`config.mk`:
```
export PLATFORM = sky130hd
export DESIGN_NAME = standby_supply_mode_control
export DESIGN_NICKNAME = d
export VERILOG_FILES = /design/src/standby_supply_pkg.sv /design/src/standby_supply_mode_control.sv /design/src/sync2.sv /design/src/switcher_mode_decode.sv
export SDC_FILE = /design/constraint.sdc
export NUM_CORES = 1
export LEC_CHECK = 0
export ABC_AREA = 1
export ABC_CLOCK_PERIOD_IN_PS = 3500
export BUFFER_PORTS_ARGS = -buffer_cell sky130_fd_sc_hd__buf_2
export CORE_MARGIN = 2
export CORE_UTILIZATION = 45
export CTS_CLUSTER_SIZE = 16
export DETAILED_ROUTE_END_ITERATION = 6
export PLACE_DENSITY_LB_ADDON = 0.15
export SETUP_SLACK_MARGIN = 0.1
export SYNTH_ARGS = -nofsm -noshare
export SYNTH_HDL_FRONTEND = slang
export SYNTH_SLANG_ARGS = --single-unit
export TNS_END_PERCENT = 20
```
`constraint.sdc`:
```
create_clock -name ref_clk -period 3.5 [get_ports ref_clk]
set_clock_uncertainty 0.15 [all_clocks]
set_input_delay 0.7 -clock ref_clk [delete_from_list [all_inputs] [get_ports ref_clk]]
set_output_delay 0.7 -clock ref_clk [all_outputs]
set_load 0.005 [all_outputs]
```
`src/standby_supply_pkg.sv`:
```
package standby_supply_pkg;

  // ----------------------------------------
  // clocking
  // ----------------------------------------
  localparam int unsigned CLK_HZ   = 20_000_000;
  localparam int unsigned SLOW_HZ  = 32_768;
  localparam int unsigned SLOW_DIV = CLK_HZ / SLOW_HZ;

  // ----------------------------------------
  // register port and offsets
  // ----------------------------------------
  localparam int unsigned ADDR_W = 8;
  localparam int unsigned DATA_W = 32;

  localparam logic [ADDR_W-1:0] CTRL_OFF     = 8'h00;
  localparam logic [ADDR_W-1:0] IRQ_STAT_OFF = 8'h04;
  localparam logic [ADDR_W-1:0] IRQ_MASK_OFF = 8'h08;
  localparam logic [ADDR_W-1:0] SENSE_OFF    = 8'h0c;
  localparam logic [ADDR_W-1:0] EXT_REG_OFF  = 8'h10;
  localparam logic [ADDR_W-1:0] INT_REG_OFF  = 8'h14;
  localparam logic [ADDR_W-1:0] SW_MODE_OFF  = 8'h18;

  // ----------------------------------------
  // field positions and reset values
  // ----------------------------------------
  localparam int unsigned THR_LSB     = 0;
  localparam int unsigned SLP_INV_BIT = 2;
  localparam int unsigned SEC_INV_BIT = 3;
  localparam int unsigned DLY_LSB     = 4;
  localparam int unsigned LPOFF_BIT   = 6;

  localparam logic [1:0] THR_RST   = 2'h0;
  localparam logic [1:0] DLY_RST   = 2'h1;
  localparam logic       INV_RST   = 1'h0;
  localparam logic       LPOFF_RST = 1'h0;

  localparam int unsigned IRQ_W        = 2;
  localparam int unsigned IRQ_WEAK_BIT = 0;
  localparam int unsigned IRQ_LOW_BIT  = 1;

  localparam int unsigned SENSE_LOW_BIT  = 0;
  localparam int unsigned SENSE_WEAK_BIT = 1;
  localparam int unsigned SENSE_ON_BIT   = 2;
  localparam int unsigned SENSE_STBY_BIT = 3;

  localparam int unsigned EXT_FLD_W = 3;
  localparam int unsigned INT_FLD_W = 2;
  localparam int unsigned SW_FLD_W  = 4;

  // ----------------------------------------
  // types
  // ----------------------------------------
  typedef enum logic [2:0] {
    SW_OFF   = 3'b000,
    SW_PWM   = 3'b001,
    SW_PWM_PULSE_SKIPPING = 3'b010,
    SW_PFM   = 3'b011,
    SW_AUTO  = 3'b100,
    SW_NA    = 3'b111
  } sw_mode_t;

  typedef enum logic [1:0] {
    LDO_OFF    = 2'b00,
    LDO_ON     = 2'b01,
    LDO_LOWPWR = 2'b10
  } ldo_state_t;

  typedef enum logic [1:0] {
    STBY_IDLE   = 2'b00,
    STBY_WAIT   = 2'b01,
    STBY_ACTIVE = 2'b10
  } stby_state_t;

  typedef struct packed {
    logic [ADDR_W-1:0] addr;
    logic [DATA_W-1:0] wdata;
    logic              wr;
    logic              rd;
  } bus_req_t;

  typedef struct packed {
    logic battery_turn_on_level;
    logic weak_battery_level;
    logic low_battery_level;
  } batt_level_t;

  typedef struct packed {
    logic regulator_enable_bit;
    logic low_power_select;
    logic standby_disable;
  } ext_ldo_bits_t;

  typedef struct packed {
    logic regulator_enable_bit;
    logic standby_disable;
  } int_ldo_bits_t;

endpackage

```
`src/standby_supply_mode_control.sv`:
```
// Overview of operation
// [RQ1] weak-battery interrupt on either comparator edge
// [RQ2] low-battery interrupt only on falling crossing
// [RQ3] sense bits coded from three comparator levels
// [RQ4] two-bit threshold select, resets to lowest
// [RQ5] standby needs both pins active together
// [RQ6] pins only matter in the On state
// [RQ7] low-power off request overrides standby
// [RQ8] each pin level XORed with its invert
// [RQ9] entry waits 0-3 slow ticks, default one
// [RQ10] leaving standby restores supplies at once
// [RQ11] external-pass regulator state from its bits
// [RQ12] internal regulators with standby_disable set turn off in standby
// [RQ13] regulator bits read back as programmed
// [RQ14] switcher field decodes normal and standby mode
// [RQ15] switcher field reads back as programmed
// [RQ16] pins pass two flip-flops before use
//
// Chosen here: strobed register access and the address map.
`timescale 1ns/1ps
module standby_supply_mode_control
  import standby_supply_pkg::*;
#(
  parameter int unsigned N_EXT = 4,
  parameter int unsigned N_INT = 8,
  parameter int unsigned N_SW  = 4
)(
  // clock and reset
  input  wire logic                ref_clk,
  input  wire logic                rst,
  // register port
  input  wire bus_req_t            bus_req,
  output logic [DATA_W-1:0]        rd_data,
  // board standby pins
  input  wire logic                sleep_pin,
  input  wire logic                secondary_sleep_pin,
  // battery comparators
  input  wire batt_level_t         batt_level,
  output logic [1:0]               battery_threshold_select,
  // power state machine
  input  wire logic                on_state,
  output logic                     lowpower_off_request,
  output logic                     standby_active,
  // supply controls
  output ldo_state_t [N_EXT-1:0]   ext_ldo_state,
  output logic [N_INT-1:0]         int_ldo_on,
  output sw_mode_t [N_SW-1:0]      sw_active_mode,
  output logic [N_SW-1:0]          sw_mode_invalid,
  // interrupt
  output logic                     irq
);

  if (N_EXT < 1 || N_EXT * EXT_FLD_W > DATA_W || N_INT < 1 ||
      N_INT * INT_FLD_W > DATA_W || N_SW < 1 || N_SW * SW_FLD_W > DATA_W)
  begin : g_bad_params
    $error("regulator or switcher count does not fit a register word");
  end

  // ----------------------------------------
  // slow tick divider
  // ----------------------------------------
  localparam int unsigned DIV_W = $clog2(SLOW_DIV);

  logic [DIV_W-1:0] div_q;
  logic             tick;

  assign tick = (div_q == DIV_W'(SLOW_DIV - 1));

  always_ff @(posedge ref_clk)
  begin
    if (rst || tick)
      div_q <= '0;
    else
      div_q <= div_q + 1'b1;
  end

  // ----------------------------------------
  // input synchronisers
  // ----------------------------------------
  logic [1:0]  pin_s;
  batt_level_t lvl_s;
  batt_level_t lvl_q;
  logic [2:0]  prime_q;

  sync2 #(.W(2)) u_pin_sync (                                        // [RQ16]
    .ref_clk  (ref_clk),
    .rst      (rst),
    .async_in ({secondary_sleep_pin, sleep_pin}),
    .sync_out (pin_s)
  );

  sync2 #(.W(3)) u_lvl_sync (
    .ref_clk  (ref_clk),
    .rst      (rst),
    .async_in (batt_level),
    .sync_out (lvl_s)
  );

  // edges are ignored until the pipeline holds real levels, else reset
  // would fake a crossing
  always_ff @(posedge ref_clk)
  begin
    if (rst)
    begin
      lvl_q   <= '0;
      prime_q <= '0;
    end
    else
    begin
      lvl_q   <= lvl_s;
      prime_q <= {prime_q[1:0], 1'b1};
    end
  end

  // ----------------------------------------
  // registers
  // ----------------------------------------
  logic [1:0]                  thr_q;
  logic                        slp_inv_q;
  logic                        sec_inv_q;
  logic [1:0]                  dly_q;
  logic                        lpoff_q;
  logic [IRQ_W-1:0]            irq_stat_q;
  logic [IRQ_W-1:0]            irq_mask_q;
  logic [IRQ_W-1:0]            irq_event;
  logic [IRQ_W-1:0]            irq_clr;
  ext_ldo_bits_t [N_EXT-1:0]   ext_q;
  int_ldo_bits_t [N_INT-1:0]   int_q;
  logic [N_SW*SW_FLD_W-1:0]    sw_q;

  logic sel_ctrl;
  logic sel_stat;
  logic sel_mask;
  logic sel_sense;
  logic sel_ext;
  logic sel_int;
  logic sel_sw;

  assign sel_ctrl  = (bus_req.addr == CTRL_OFF);
  assign sel_stat  = (bus_req.addr == IRQ_STAT_OFF);
  assign sel_mask  = (bus_req.addr == IRQ_MASK_OFF);
  assign sel_sense = (bus_req.addr == SENSE_OFF);
  assign sel_ext   = (bus_req.addr == EXT_REG_OFF);
  assign sel_int   = (bus_req.addr == INT_REG_OFF);
  assign sel_sw    = (bus_req.addr == SW_MODE_OFF);

  assign irq_clr = (bus_req.wr && sel_stat) ? bus_req.wdata[IRQ_W-1:0] : '0;

  assign irq_event[IRQ_WEAK_BIT] = prime_q[2] &&
    (lvl_s.weak_battery_level != lvl_q.weak_battery_level);          // [RQ1]
  assign irq_event[IRQ_LOW_BIT]  = prime_q[2] &&
    lvl_q.low_battery_level && !lvl_s.low_battery_level;             // [RQ2]

  always_ff @(posedge ref_clk)
  begin
    if (rst)
    begin
      thr_q      <= THR_RST;                                          // [RQ4]
      slp_inv_q  <= INV_RST;
      sec_inv_q  <= INV_RST;
      dly_q      <= DLY_RST;                                          // [RQ9]
      lpoff_q    <= LPOFF_RST;
      irq_stat_q <= '0;
      irq_mask_q <= '0;
      ext_q      <= '0;
      int_q      <= '0;
      sw_q       <= '0;
    end
    else
    begin
      if (bus_req.wr && sel_ctrl)
      begin
        thr_q     <= bus_req.wdata[THR_LSB +: 2];
        slp_inv_q <= bus_req.wdata[SLP_INV_BIT];
        sec_inv_q <= bus_req.wdata[SEC_INV_BIT];
        dly_q     <= bus_req.wdata[DLY_LSB +: 2];
        lpoff_q   <= bus_req.wdata[LPOFF_BIT];
      end
      if (bus_req.wr && sel_mask)
        irq_mask_q <= bus_req.wdata[IRQ_W-1:0];
      if (bus_req.wr && sel_ext)
        ext_q <= bus_req.wdata[N_EXT*EXT_FLD_W-1:0];
      if (bus_req.wr && sel_int)
        int_q <= bus_req.wdata[N_INT*INT_FLD_W-1:0];
      if (bus_req.wr && sel_sw)
        sw_q <= bus_req.wdata[N_SW*SW_FLD_W-1:0];
      // a new event beats a clear in the same cycle
      irq_stat_q <= irq_event | (irq_stat_q & ~irq_clr);
    end
  end

  assign irq                      = |(irq_stat_q & irq_mask_q);
  assign battery_threshold_select = thr_q;                            // [RQ4]
  assign lowpower_off_request     = lpoff_q;

  // ----------------------------------------
  // read path
  // ----------------------------------------
  logic [DATA_W-1:0] ctrl_word;
  logic [DATA_W-1:0] sense_word;
  logic [DATA_W-1:0] rd_mux;

  always_comb
  begin
    ctrl_word                  = '0;
    ctrl_word[THR_LSB +: 2]    = thr_q;
    ctrl_word[SLP_INV_BIT]     = slp_inv_q;
    ctrl_word[SEC_INV_BIT]     = sec_inv_q;
    ctrl_word[DLY_LSB +: 2]    = dly_q;
    ctrl_word[LPOFF_BIT]       = lpoff_q;
    sense_word                 = '0;
    sense_word[SENSE_LOW_BIT]  = !lvl_s.low_battery_level;            // [RQ3]
    sense_word[SENSE_WEAK_BIT] = lvl_s.weak_battery_level;
    sense_word[SENSE_ON_BIT]   = lvl_s.battery_turn_on_level;
    sense_word[SENSE_STBY_BIT] = standby_active;
  end

  always_comb
  begin
    rd_mux = '0;
    if (sel_ctrl)
      rd_mux = ctrl_word;
    else if (sel_stat)
      rd_mux = DATA_W'(irq_stat_q);
    else if (sel_mask)
      rd_mux = DATA_W'(irq_mask_q);
    else if (sel_sense)
      rd_mux = sense_word;
    else if (sel_ext)
      rd_mux = DATA_W'(ext_q);                                        // [RQ13]
    else if (sel_int)
      rd_mux = DATA_W'(int_q);                                        // [RQ13]
    else if (sel_sw)
      rd_mux = DATA_W'(sw_q);                                         // [RQ15]
  end

  // data stand only in the cycle after the read strobe
  always_ff @(posedge ref_clk)
  begin
    if (rst || !bus_req.rd)
      rd_data <= '0;
    else
      rd_data <= rd_mux;
  end

  // ----------------------------------------
  // standby decode and entry delay
  // ----------------------------------------
  logic        eff_pri;
  logic        eff_sec;
  logic        pins_active;
  logic        stby_req;
  logic        stby_eff;
  stby_state_t stby_state_q;
  stby_state_t stby_state_d;
  logic [1:0]  cnt_q;

  assign eff_pri     = pin_s[0] ^ slp_inv_q;                          // [RQ8]
  assign eff_sec     = pin_s[1] ^ sec_inv_q;                          // [RQ8]
  assign pins_active = eff_pri && eff_sec;                            // [RQ5]
  assign stby_req    = pins_active && on_state && !lpoff_q;           // [RQ6] [RQ7]
  // release is combinational so no delay is added on exit
  assign stby_eff    = (stby_state_q == STBY_ACTIVE) && stby_req;     // [RQ10]

  always_comb
  begin
    stby_state_d = stby_state_q;
    case (stby_state_q)
      STBY_IDLE:
        if (stby_req)
          stby_state_d = (dly_q == 2'h0) ? STBY_ACTIVE : STBY_WAIT;   // [RQ9]
      STBY_WAIT:
        if (!stby_req)
          stby_state_d = STBY_IDLE;
        else if (tick && (cnt_q + 2'h1 == dly_q))
          stby_state_d = STBY_ACTIVE;                                 // [RQ9]
      STBY_ACTIVE:
        if (!stby_req)
          stby_state_d = STBY_IDLE;                                   // [RQ10]
      default:
        stby_state_d = STBY_IDLE;
    endcase
  end

  // the first tick may land anywhere in a slow period, so the wait is
  // between dly-1 and dly slow periods
  always_ff @(posedge ref_clk)
  begin
    if (rst)
    begin
      stby_state_q <= STBY_IDLE;
      cnt_q        <= '0;
    end
    else
    begin
      stby_state_q <= stby_state_d;
      if (stby_state_q == STBY_WAIT && tick)
        cnt_q <= cnt_q + 2'h1;
      else if (stby_state_q != STBY_WAIT)
        cnt_q <= '0;
    end
  end

  // ----------------------------------------
  // supply decode
  // ----------------------------------------
  sw_mode_t [N_SW-1:0] dec_mode;
  logic [N_SW-1:0]     dec_inv;
  ldo_state_t [N_EXT-1:0] ext_d;
  logic [N_INT-1:0]    int_d;

  for (genvar i = 0; i < N_EXT; i++)
  begin : g_ext
    assign ext_d[i] =
      !ext_q[i].regulator_enable_bit ? LDO_OFF :
      ext_q[i].low_power_select      ? LDO_LOWPWR :
      (ext_q[i].standby_disable && stby_eff) ? LDO_OFF : LDO_ON;      // [RQ11]
  end

  for (genvar i = 0; i < N_INT; i++)
  begin : g_int
    assign int_d[i] = int_q[i].regulator_enable_bit &&
                      !(int_q[i].standby_disable && stby_eff);        // [RQ12]
  end

  for (genvar i = 0; i < N_SW; i++)
  begin : g_sw
    switcher_mode_decode u_dec (                                      // [RQ14]
      .mode_sel    (sw_q[i*SW_FLD_W +: SW_FLD_W]),
      .standby     (stby_eff),
      .active_mode (dec_mode[i]),
      .invalid     (dec_inv[i])
    );
  end

  always_ff @(posedge ref_clk)
  begin
    if (rst)
    begin
      ext_ldo_state   <= {N_EXT{LDO_OFF}};
      int_ldo_on      <= '0;
      sw_active_mode  <= {N_SW{SW_OFF}};
      sw_mode_invalid <= '0;
      standby_active  <= 1'b0;
    end
    else
    begin
      ext_ldo_state   <= ext_d;
      int_ldo_on      <= int_d;
      sw_active_mode  <= dec_mode;
      sw_mode_invalid <= dec_inv;
      standby_active  <= stby_eff;
    end
  end

  logic [15:0] wait_cyc_q;

  always_ff @(posedge ref_clk)
  begin
    if (rst || stby_state_q == STBY_IDLE)
      wait_cyc_q <= '0;
    else if (stby_state_q == STBY_WAIT)
      wait_cyc_q <= wait_cyc_q + 16'h1;
  end
endmodule

```
`src/sync2.sv`:
```
`timescale 1ns/1ps
module sync2
  import standby_supply_pkg::*;
#(
  parameter int unsigned W = 1
)(
  // clock and reset
  input  wire logic         ref_clk,
  input  wire logic         rst,
  // data
  input  wire logic [W-1:0] async_in,
  output logic      [W-1:0] sync_out
);

  if (W < 1) begin : g_bad_width
    $error("sync2 needs a width of at least one");
  end

  // first stage feeds only the second stage
  logic [W-1:0] meta_q;

  always_ff @(posedge ref_clk)
  begin
    if (rst)
    begin
      meta_q   <= '0;
      sync_out <= '0;
    end
    else
    begin
      meta_q   <= async_in;
      sync_out <= meta_q;
    end
  end

endmodule

```
`src/switcher_mode_decode.sv`:
```
`timescale 1ns/1ps
module switcher_mode_decode
  import standby_supply_pkg::*;
(
  // selection
  input  wire logic [SW_FLD_W-1:0] mode_sel,
  input  wire logic                standby,
  // decoded mode
  output sw_mode_t                 active_mode,
  output logic                     invalid
);

  sw_mode_t norm_mode;
  sw_mode_t stby_mode;

  always_comb
  begin
    norm_mode = SW_NA;
    stby_mode = SW_NA;
    case (mode_sel)
      4'h0: begin norm_mode = SW_OFF;   stby_mode = SW_OFF;   end
      4'h1: begin norm_mode = SW_PWM;   stby_mode = SW_OFF;   end
      4'h2: begin norm_mode = SW_PWM_PULSE_SKIPPING; stby_mode = SW_OFF;   end
      4'h3: begin norm_mode = SW_PFM;   stby_mode = SW_OFF;   end
      4'h4: begin norm_mode = SW_AUTO;  stby_mode = SW_OFF;   end
      4'h5: begin norm_mode = SW_PWM;   stby_mode = SW_PWM;   end
      4'h6: begin norm_mode = SW_PWM;   stby_mode = SW_AUTO;  end
      4'h8: begin norm_mode = SW_AUTO;  stby_mode = SW_AUTO;  end
      4'h9: begin norm_mode = SW_PWM;   stby_mode = SW_PWM_PULSE_SKIPPING; end
      4'ha: begin norm_mode = SW_PWM_PULSE_SKIPPING; stby_mode = SW_PWM_PULSE_SKIPPING; end
      4'hb: begin norm_mode = SW_PWM_PULSE_SKIPPING; stby_mode = SW_AUTO;  end
      4'hc: begin norm_mode = SW_AUTO;  stby_mode = SW_PFM;   end
      4'hd: begin norm_mode = SW_PWM;   stby_mode = SW_PFM;   end
      4'he: begin norm_mode = SW_PWM_PULSE_SKIPPING; stby_mode = SW_PFM;   end
      4'hf: begin norm_mode = SW_PFM;   stby_mode = SW_PFM;   end
      default: begin norm_mode = SW_NA; stby_mode = SW_NA;    end
    endcase
  end

  // 0111 is not a legal code; the supply side must treat SW_NA as off
  assign invalid     = (mode_sel == 4'h7);
  assign active_mode = standby ? stby_mode : norm_mode;

endmodule

```
* Word-level counts from Yosys, hierarchy flattened
Memories as Yosys holds them, arrays and structs flattened. A register that Yosys moved wholly into a read port is not among the register bits.
Cells that the tools add are included.
** Operators by class
- Add/sub/neg operators :: 2
- Equal/unequal tests :: 19
- Muxes and demuxes :: 37
- Bitwise operators :: 10
- Reductions and logical operators :: 65
** Operators by type and width (count)
- 1-bit logical AND :: 35
- 16-bit two-way mux :: 2
- 4-bit two-way mux :: 8
- 7-bit two-way mux :: 4
- 8-bit by 5-bit == test with 1-bit output (second input constant) :: 3
- 2-bit two-way mux :: 12
- 4-bit by 3-bit == test with 1-bit output (second input constant) :: 4
- 8-bit by 4-bit == test with 1-bit output (second input constant) :: 2
- 12-bit two-way mux :: 1
- 3-bit two-way mux :: 4
- 3-bit OR reduction :: 4
- 1-bit zero test :: 11
- 10-bit by 1-bit adder with 10-bit output (second input constant) :: 1
- 10-bit == test (second input constant) :: 1
- 2-bit OR reduction :: 5
- 8-bit by 3-bit == test with 1-bit output (second input constant) :: 1
- 8-bit zero test :: 1
- 7-bit OR reduction :: 1
- 2-bit one-hot mux with 3 select lines :: 1
- 6-bit OR reduction :: 1
- 1-bit two-way mux :: 5
- 5-bit OR reduction :: 1
- 2-bit bitwise AND :: 2
- 2-bit zero test :: 2
- 15 further kinds :: 21
** Storage, ports and cells
- Register bits after elaboration :: 149
- Bits in read-only memories :: 384
- Word-level logic and storage cells :: 203
- Memories :: 4
** Memory list
- (no name shown) :: words 16, bits a word 6, read ports 1, clocked after Yosys merged registers in 1, wr ports 0, RTL line switcher_mode_decode.sv:20 : case (mode_sel)
- (no name shown) :: words 16, bits a word 6, read ports 1, clocked after Yosys merged registers in 1, wr ports 0, RTL line switcher_mode_decode.sv:20
- (no name shown) :: words 16, bits a word 6, read ports 1, clocked after Yosys merged registers in 1, wr ports 0, RTL line switcher_mode_decode.sv:20
- (no name shown) :: words 16, bits a word 6, read ports 1, clocked after Yosys merged registers in 1, wr ports 0, RTL line switcher_mode_decode.sv:20

* Logic depth before layout (Yosys ltp)
- Word-level depth :: 8
- Gate-level depth with buffers :: 15
- Depth with buffers taken out :: 14

* Cells and area by module
Synthesis repeated with hierarchy kept, for this count alone.
** Unflattened totals
- Cell total of the unflattened synthesis :: 801
- Area, all modules :: 5938.2 µm²
** Modules (own cells, without submodules)
- standby_supply_mode_control :: times used 1, cells an instance 633, area each 4927.2 µm², seq. area each 2462.4 µm²
- switcher_mode_decode (g_sw[1].u_dec ...) :: times used 2, cells an instance 34, area each 183.9 µm², seq. area each 0.0 µm²
- switcher_mode_decode (g_sw[3].u_dec) :: times used 1, cells an instance 35, area each 196.4 µm², seq. area each 0.0 µm²
- switcher_mode_decode (g_sw[0].u_dec) :: times used 1, cells an instance 35, area each 171.4 µm², seq. area each 0.0 µm²
- sync2 (u_lvl_sync) :: times used 1, cells an instance 18, area each 165.2 µm², seq. area each 120.1 µm²
- sync2 (u_pin_sync) :: times used 1, cells an instance 12, area each 110.1 µm², seq. area each 80.1 µm²

* Least setup slack after synthesis
No wires, ideal clock.
- Kind :: input-to-reg
- From :: input bus_req[39] (netlist name)
- To :: register g_sw[3].u_dec.stby_mode[1] (netlist name)
- Library setup time :: 0.117 ns
- Arrival time :: 2.100 ns
- Slack :: 1.133 ns
- Cell stages on the path :: 13
- Path buffers :: 1
- Cell sequence :: inv_1 nand2_1 nor2_4 nand3_4 buf_2 nor2_1 nor2_4 inv_2 ha_1 inv_1 nand2_1 inv_1 o21ai_1
** On the way
- Longest elaborated chain between the ends :: 4
** Ends and longest elaborated chain
- start: declaration :: RTL line standby_supply_mode_control.sv:32 : input wire bus_req_t bus_req,
- 8-bit by 5-bit == test with 1-bit output :: RTL line standby_supply_mode_control.sv:145 : assign sel_sw = (bus_req.addr == SW_MODE_OFF);
- 1-bit logical AND :: RTL line standby_supply_mode_control.sv:185 : if (bus_req.wr && sel_sw)
- 4-bit two-way mux (no source line) (2 in series)
No other way between the ends.
A chain may end at the register's enable or synchronous reset.

* Worst setup path in the final report
- From :: input bus_req[39] (netlist name)
- To :: register int_q[14] (netlist name)
** On the way
- Longest elaborated chain between the ends :: 2
** Ends and longest elaborated chain
- 8-bit by 5-bit == test with 1-bit output :: RTL line standby_supply_mode_control.sv:144 : assign sel_int = (bus_req.addr == INT_REG_OFF);
- 1-bit logical AND :: RTL line standby_supply_mode_control.sv:183 : if (bus_req.wr && sel_int)
- end signal: assignment :: RTL line standby_supply_mode_control.sv:184 : int_q <= bus_req.wdata[N_INT*INT_FLD_W-1:0];
- end: declaration :: RTL line standby_supply_mode_control.sv:128 : int_ldo_bits_t [N_INT-1:0] int_q;
No other way between the ends.

==> flow_summary.json <==
{
  "cts_hold_buf": 0,
  "crit_top_cell": "nand2_1",
  "hold_viol_final": 0,
  "seq_area_sq_um": 3143,
  "final_nets": 1032,
  "ys_top_cells_by_area": "dfxtp_1 47%, nand2_1 10%, inv_1 7.7%",
  "yosys_warnings": 0,
  "finalSetupTns_ps": 0,
  "cts_buffers": 17,
  "dieArea_sq_um": 15700,
  "cts_root_buffer": "clkbuf_16",
  "critical_path_class": "in2reg",
  "syn_area_per_cell_sq_um": 7.517,
  "worstPathMaxFanout": 30,
  "layout_min_cycle_time_ps": 2411,
  "core_area_sq_um": 14480,
  "multiInputGateArea_sq_um": 2728,
  "crit_chain": "buf_2 > inv_1 > nand2_1 > nor2_4 > buf_4 > nand2_1 > inv_2 > nand2_1 > o21ai_0 > a21oi_1",
  "finalMaxSlewViolations": 0,
  "fmax_ghz": 0.4148,
  "firstDrtPassIters": 7,
  "cpMaxStageDelayCell": "nand2_1",
  "insertedDiodeCount": 0,
  "setup_viol": 0,
  "slew_headroom_pct": 39.67,
  "syn-instance-count": 881,
  "hp-class": "reg2reg",
  "dp_hpwl_um": 10470,
  "ir_drop_v": 0.0002946,
  "start_util_pct": 45.74,
  "dp.cells": 1129,
  "synth_edf_count": 0,
  "clk_pin_slew_ps": 60,
  "antenna_found_initial": 0,
  "cts_tree": "built",
  "ant_nets": 0,
  "grt-ovfl-total": 0,
  "ys_async_sr_fraction_pct": 0,
  "place.gp.congestion": 0.8407,
  "vias": 5461,
  "die_h_um": 125.3,
  "r2r_slack_ps": 1330,
  "finalCritPeriodShare_pct": 68.88,
  "rows": 44,
  "crit_path_start_kind": "primary input",
  "worstHoldEndpoint": "u_pin_sync.sync_out[1]$_SDFF_PP0_",
  "grt_usage_pct": 19.78,
  "htree_levels": 4,
  "hold_depth": 2,
  "p_leak_nw": 3.763,
  "grt_pass1_wl_um": 24560,
  "detail_route.wirelength_um": 15110,
  "die_w_um": 125.3,
  "syn_area_sq_um": 6623,
  "drc_errors": 0,
  "cts_sinks": 157,
  "rsz0062_at_grt": "no",
  "seq_area_frac_synth_pct": 47.46,
  "crit_arrival_ps": 2530,
  "cts_max_path_buffers": 2,
  "synth_ff_type": "dfxtp_1",
  "yosysTopAreaCellShare_pct": 47.46,
  "final_cells": 1160,
  "synth_seq_cells": 157,
  "layout-drive-gt1-share_pct": 16.29,
  "grt_start_max_net_pins": 73,
  "most-common-layout-cells": "179 x nand2_1, 157 x dfxtp_1, 136 x inv_1",
  "avgRoutedWirePerCell_um": 13.03,
  "ys_types": 34,
  "vias_per_cell": 4.708,
  "cap_violations": 0,
  "max_slew.worst_pin.slew_ps": 902.7,
  "finish.utilization_pct": 53.71,
  "cp-end-kind": "flip-flop",
  "port_buffers": 86,
  "post_cts_buffers": 0,
  "clkLatencyLatePin_ps": 420,
  "required_ps": 3610,
  "grt_pass1_vias": 5002,
  "yosys.area.top_type": "dfxtp_1",
  "status": "finished clean",
  "fillers": 1431,
  "power.density_nw_per_um2": 494.2,
  "slowest_delay_ps": 520,
  "final_common_cell": "nand2_1",
  "reg2reg_to": "div_q[7]$_SDFF_PP0_",
  "ios": 119,
  "cts_resized": 0,
  "drtIter0Drc": 387,
  "rr_worst_depth": 7,
  "r2r-start": "div_q[0]$_SDFF_PP0_",
  "hp-start": "u_pin_sync.meta_q[1]$_SDFF_PP0_",
  "area.growth.synth_to_final_pct": 17.42
}
-- kinds of logic after synthesis --
| group | Yosys count | share of synthesized area, % |
|---|---|---|
| compound gates | 148 | 11.96 |
| other cells | 1 | 0.05662 |
| buf+inv | 193 | 12.20 |
| simple gates | 359 | 24.26 |
| flops | 157 | 47.46 |
| fa+ha+maj | 18 | 3.401 |
| xor+xnor | 5 | 0.6612 |
-- flip-flops by register name, summed over array words and instances (netlist names), 3 cells and up --
register and flops:
div_q 10, ext_ldo_state 8, ext_q 12, g_sw.u_dec.norm_mode 12, g_sw.u_dec.stby_mode 12, int_ldo_on 8
int_q 16, prime_q 3, rd_data 16, sw_active_mode 12, sw_mode_invalid 4, sw_q 16
u_lvl_sync.meta_q 3, u_lvl_sync.sync_out 3
-- power breakdown --
part | total [mW] | leakage [nW] | switching (mW) | internal [mW]
registers | 1.81 | 1.27 | 0.00600 | 1.80
clock network | 1.91 | 0.292 | 0.708 | 1.21
logic | 0.123 | 2.20 | 0.0856 | 0.0370
-- per-layer routing --
layer  GRT usage (%)  share of wire (%)  wire, um  up-vias
li1                -                  -         -     2901
met1           27.17                 49      7442     2399
met2           31.14                 45      6766      149
met3           4.621                4.9       746       12
met4           6.013                1.0       156        0
met5               0                  0         0        -
-- area by class of cell --
cell class,count,share of cell area [%]
clock inverter,11,2.140
multi-input combinational,546,35.08
timing repair buffer,95,6.565
sequential,157,40.42
inverter,147,7.096
tap,184,2.961
clock buffer,20,5.744
-- worst max-delay path: cells and delay by family --
kind,cells,cell delay (ps)
simple gates,4,880
buf+inv,4,490
compound gates,2,460
-- synthesized netlist by cell type (2+ instances only) --
library cell and n:
buf_1 4, nor2_2 4, o21a_1 2, buf_2 10
nand2_2 6, xor2_1 4, nand4_1 17, o21ai_0 49
clkbuf_1 14, dfxtp_1 157, a21oi_1 62, nand3_1 35
nand2_1 179, o21bai_1 2, nor2_4 9, buf_4 17
nand3_2 4, nor2_1 87, inv_1 136, nor3_1 14
inv_2 10, ha_1 18, o211ai_1 10, o22ai_1 10
o21ai_1 12
-- worst max path at each step --
| stage | from | endpoint | slack [ps] | cells after the start |
|---|---|---|---|---|
| final | bus_req[39] | int_q[14]$_SDFFE_PP0P_ | 1090 | 10 |
| after global routing | bus_req[39] | int_q[14]$_SDFFE_PP0P_ | 920 | 10 |
| after CTS | bus_req[39] | int_q[14]$_SDFFE_PP0P_ | 1120 | 10 |
| after detailed placement | bus_req[39] | int_q[14]$_SDFFE_PP0P_ | 690 | 10 |
| after global placement | bus_req[39] | int_q[9]$_SDFFE_PP0P_ | 730 | 10 |
| after floorplan | bus_req[39] | g_sw[3].u_dec.stby_mode[1]$_DFF_P_ | 1130 | 13 |
-- metrics by stage --
stage / power [mW] / area, sq um / worst slack [ps] / hold slack (ps)
final: 3.843 / 7776 / 1089 / 250.5
after global routing: 3.969 / 7776 / 917.7 / 275.4
after CTS: 3.881 / 7776 / 1124 / 253.0
after detailed placement: 1.969 / 7163 / 688.2 / 244.0
after global placement: 1.967 / 7163 / 725.6 / 240.8
after floorplan: 1.928 / 6679 / 1133 / 238.3
Note: power is estimated with default switching activity, not from simulation.
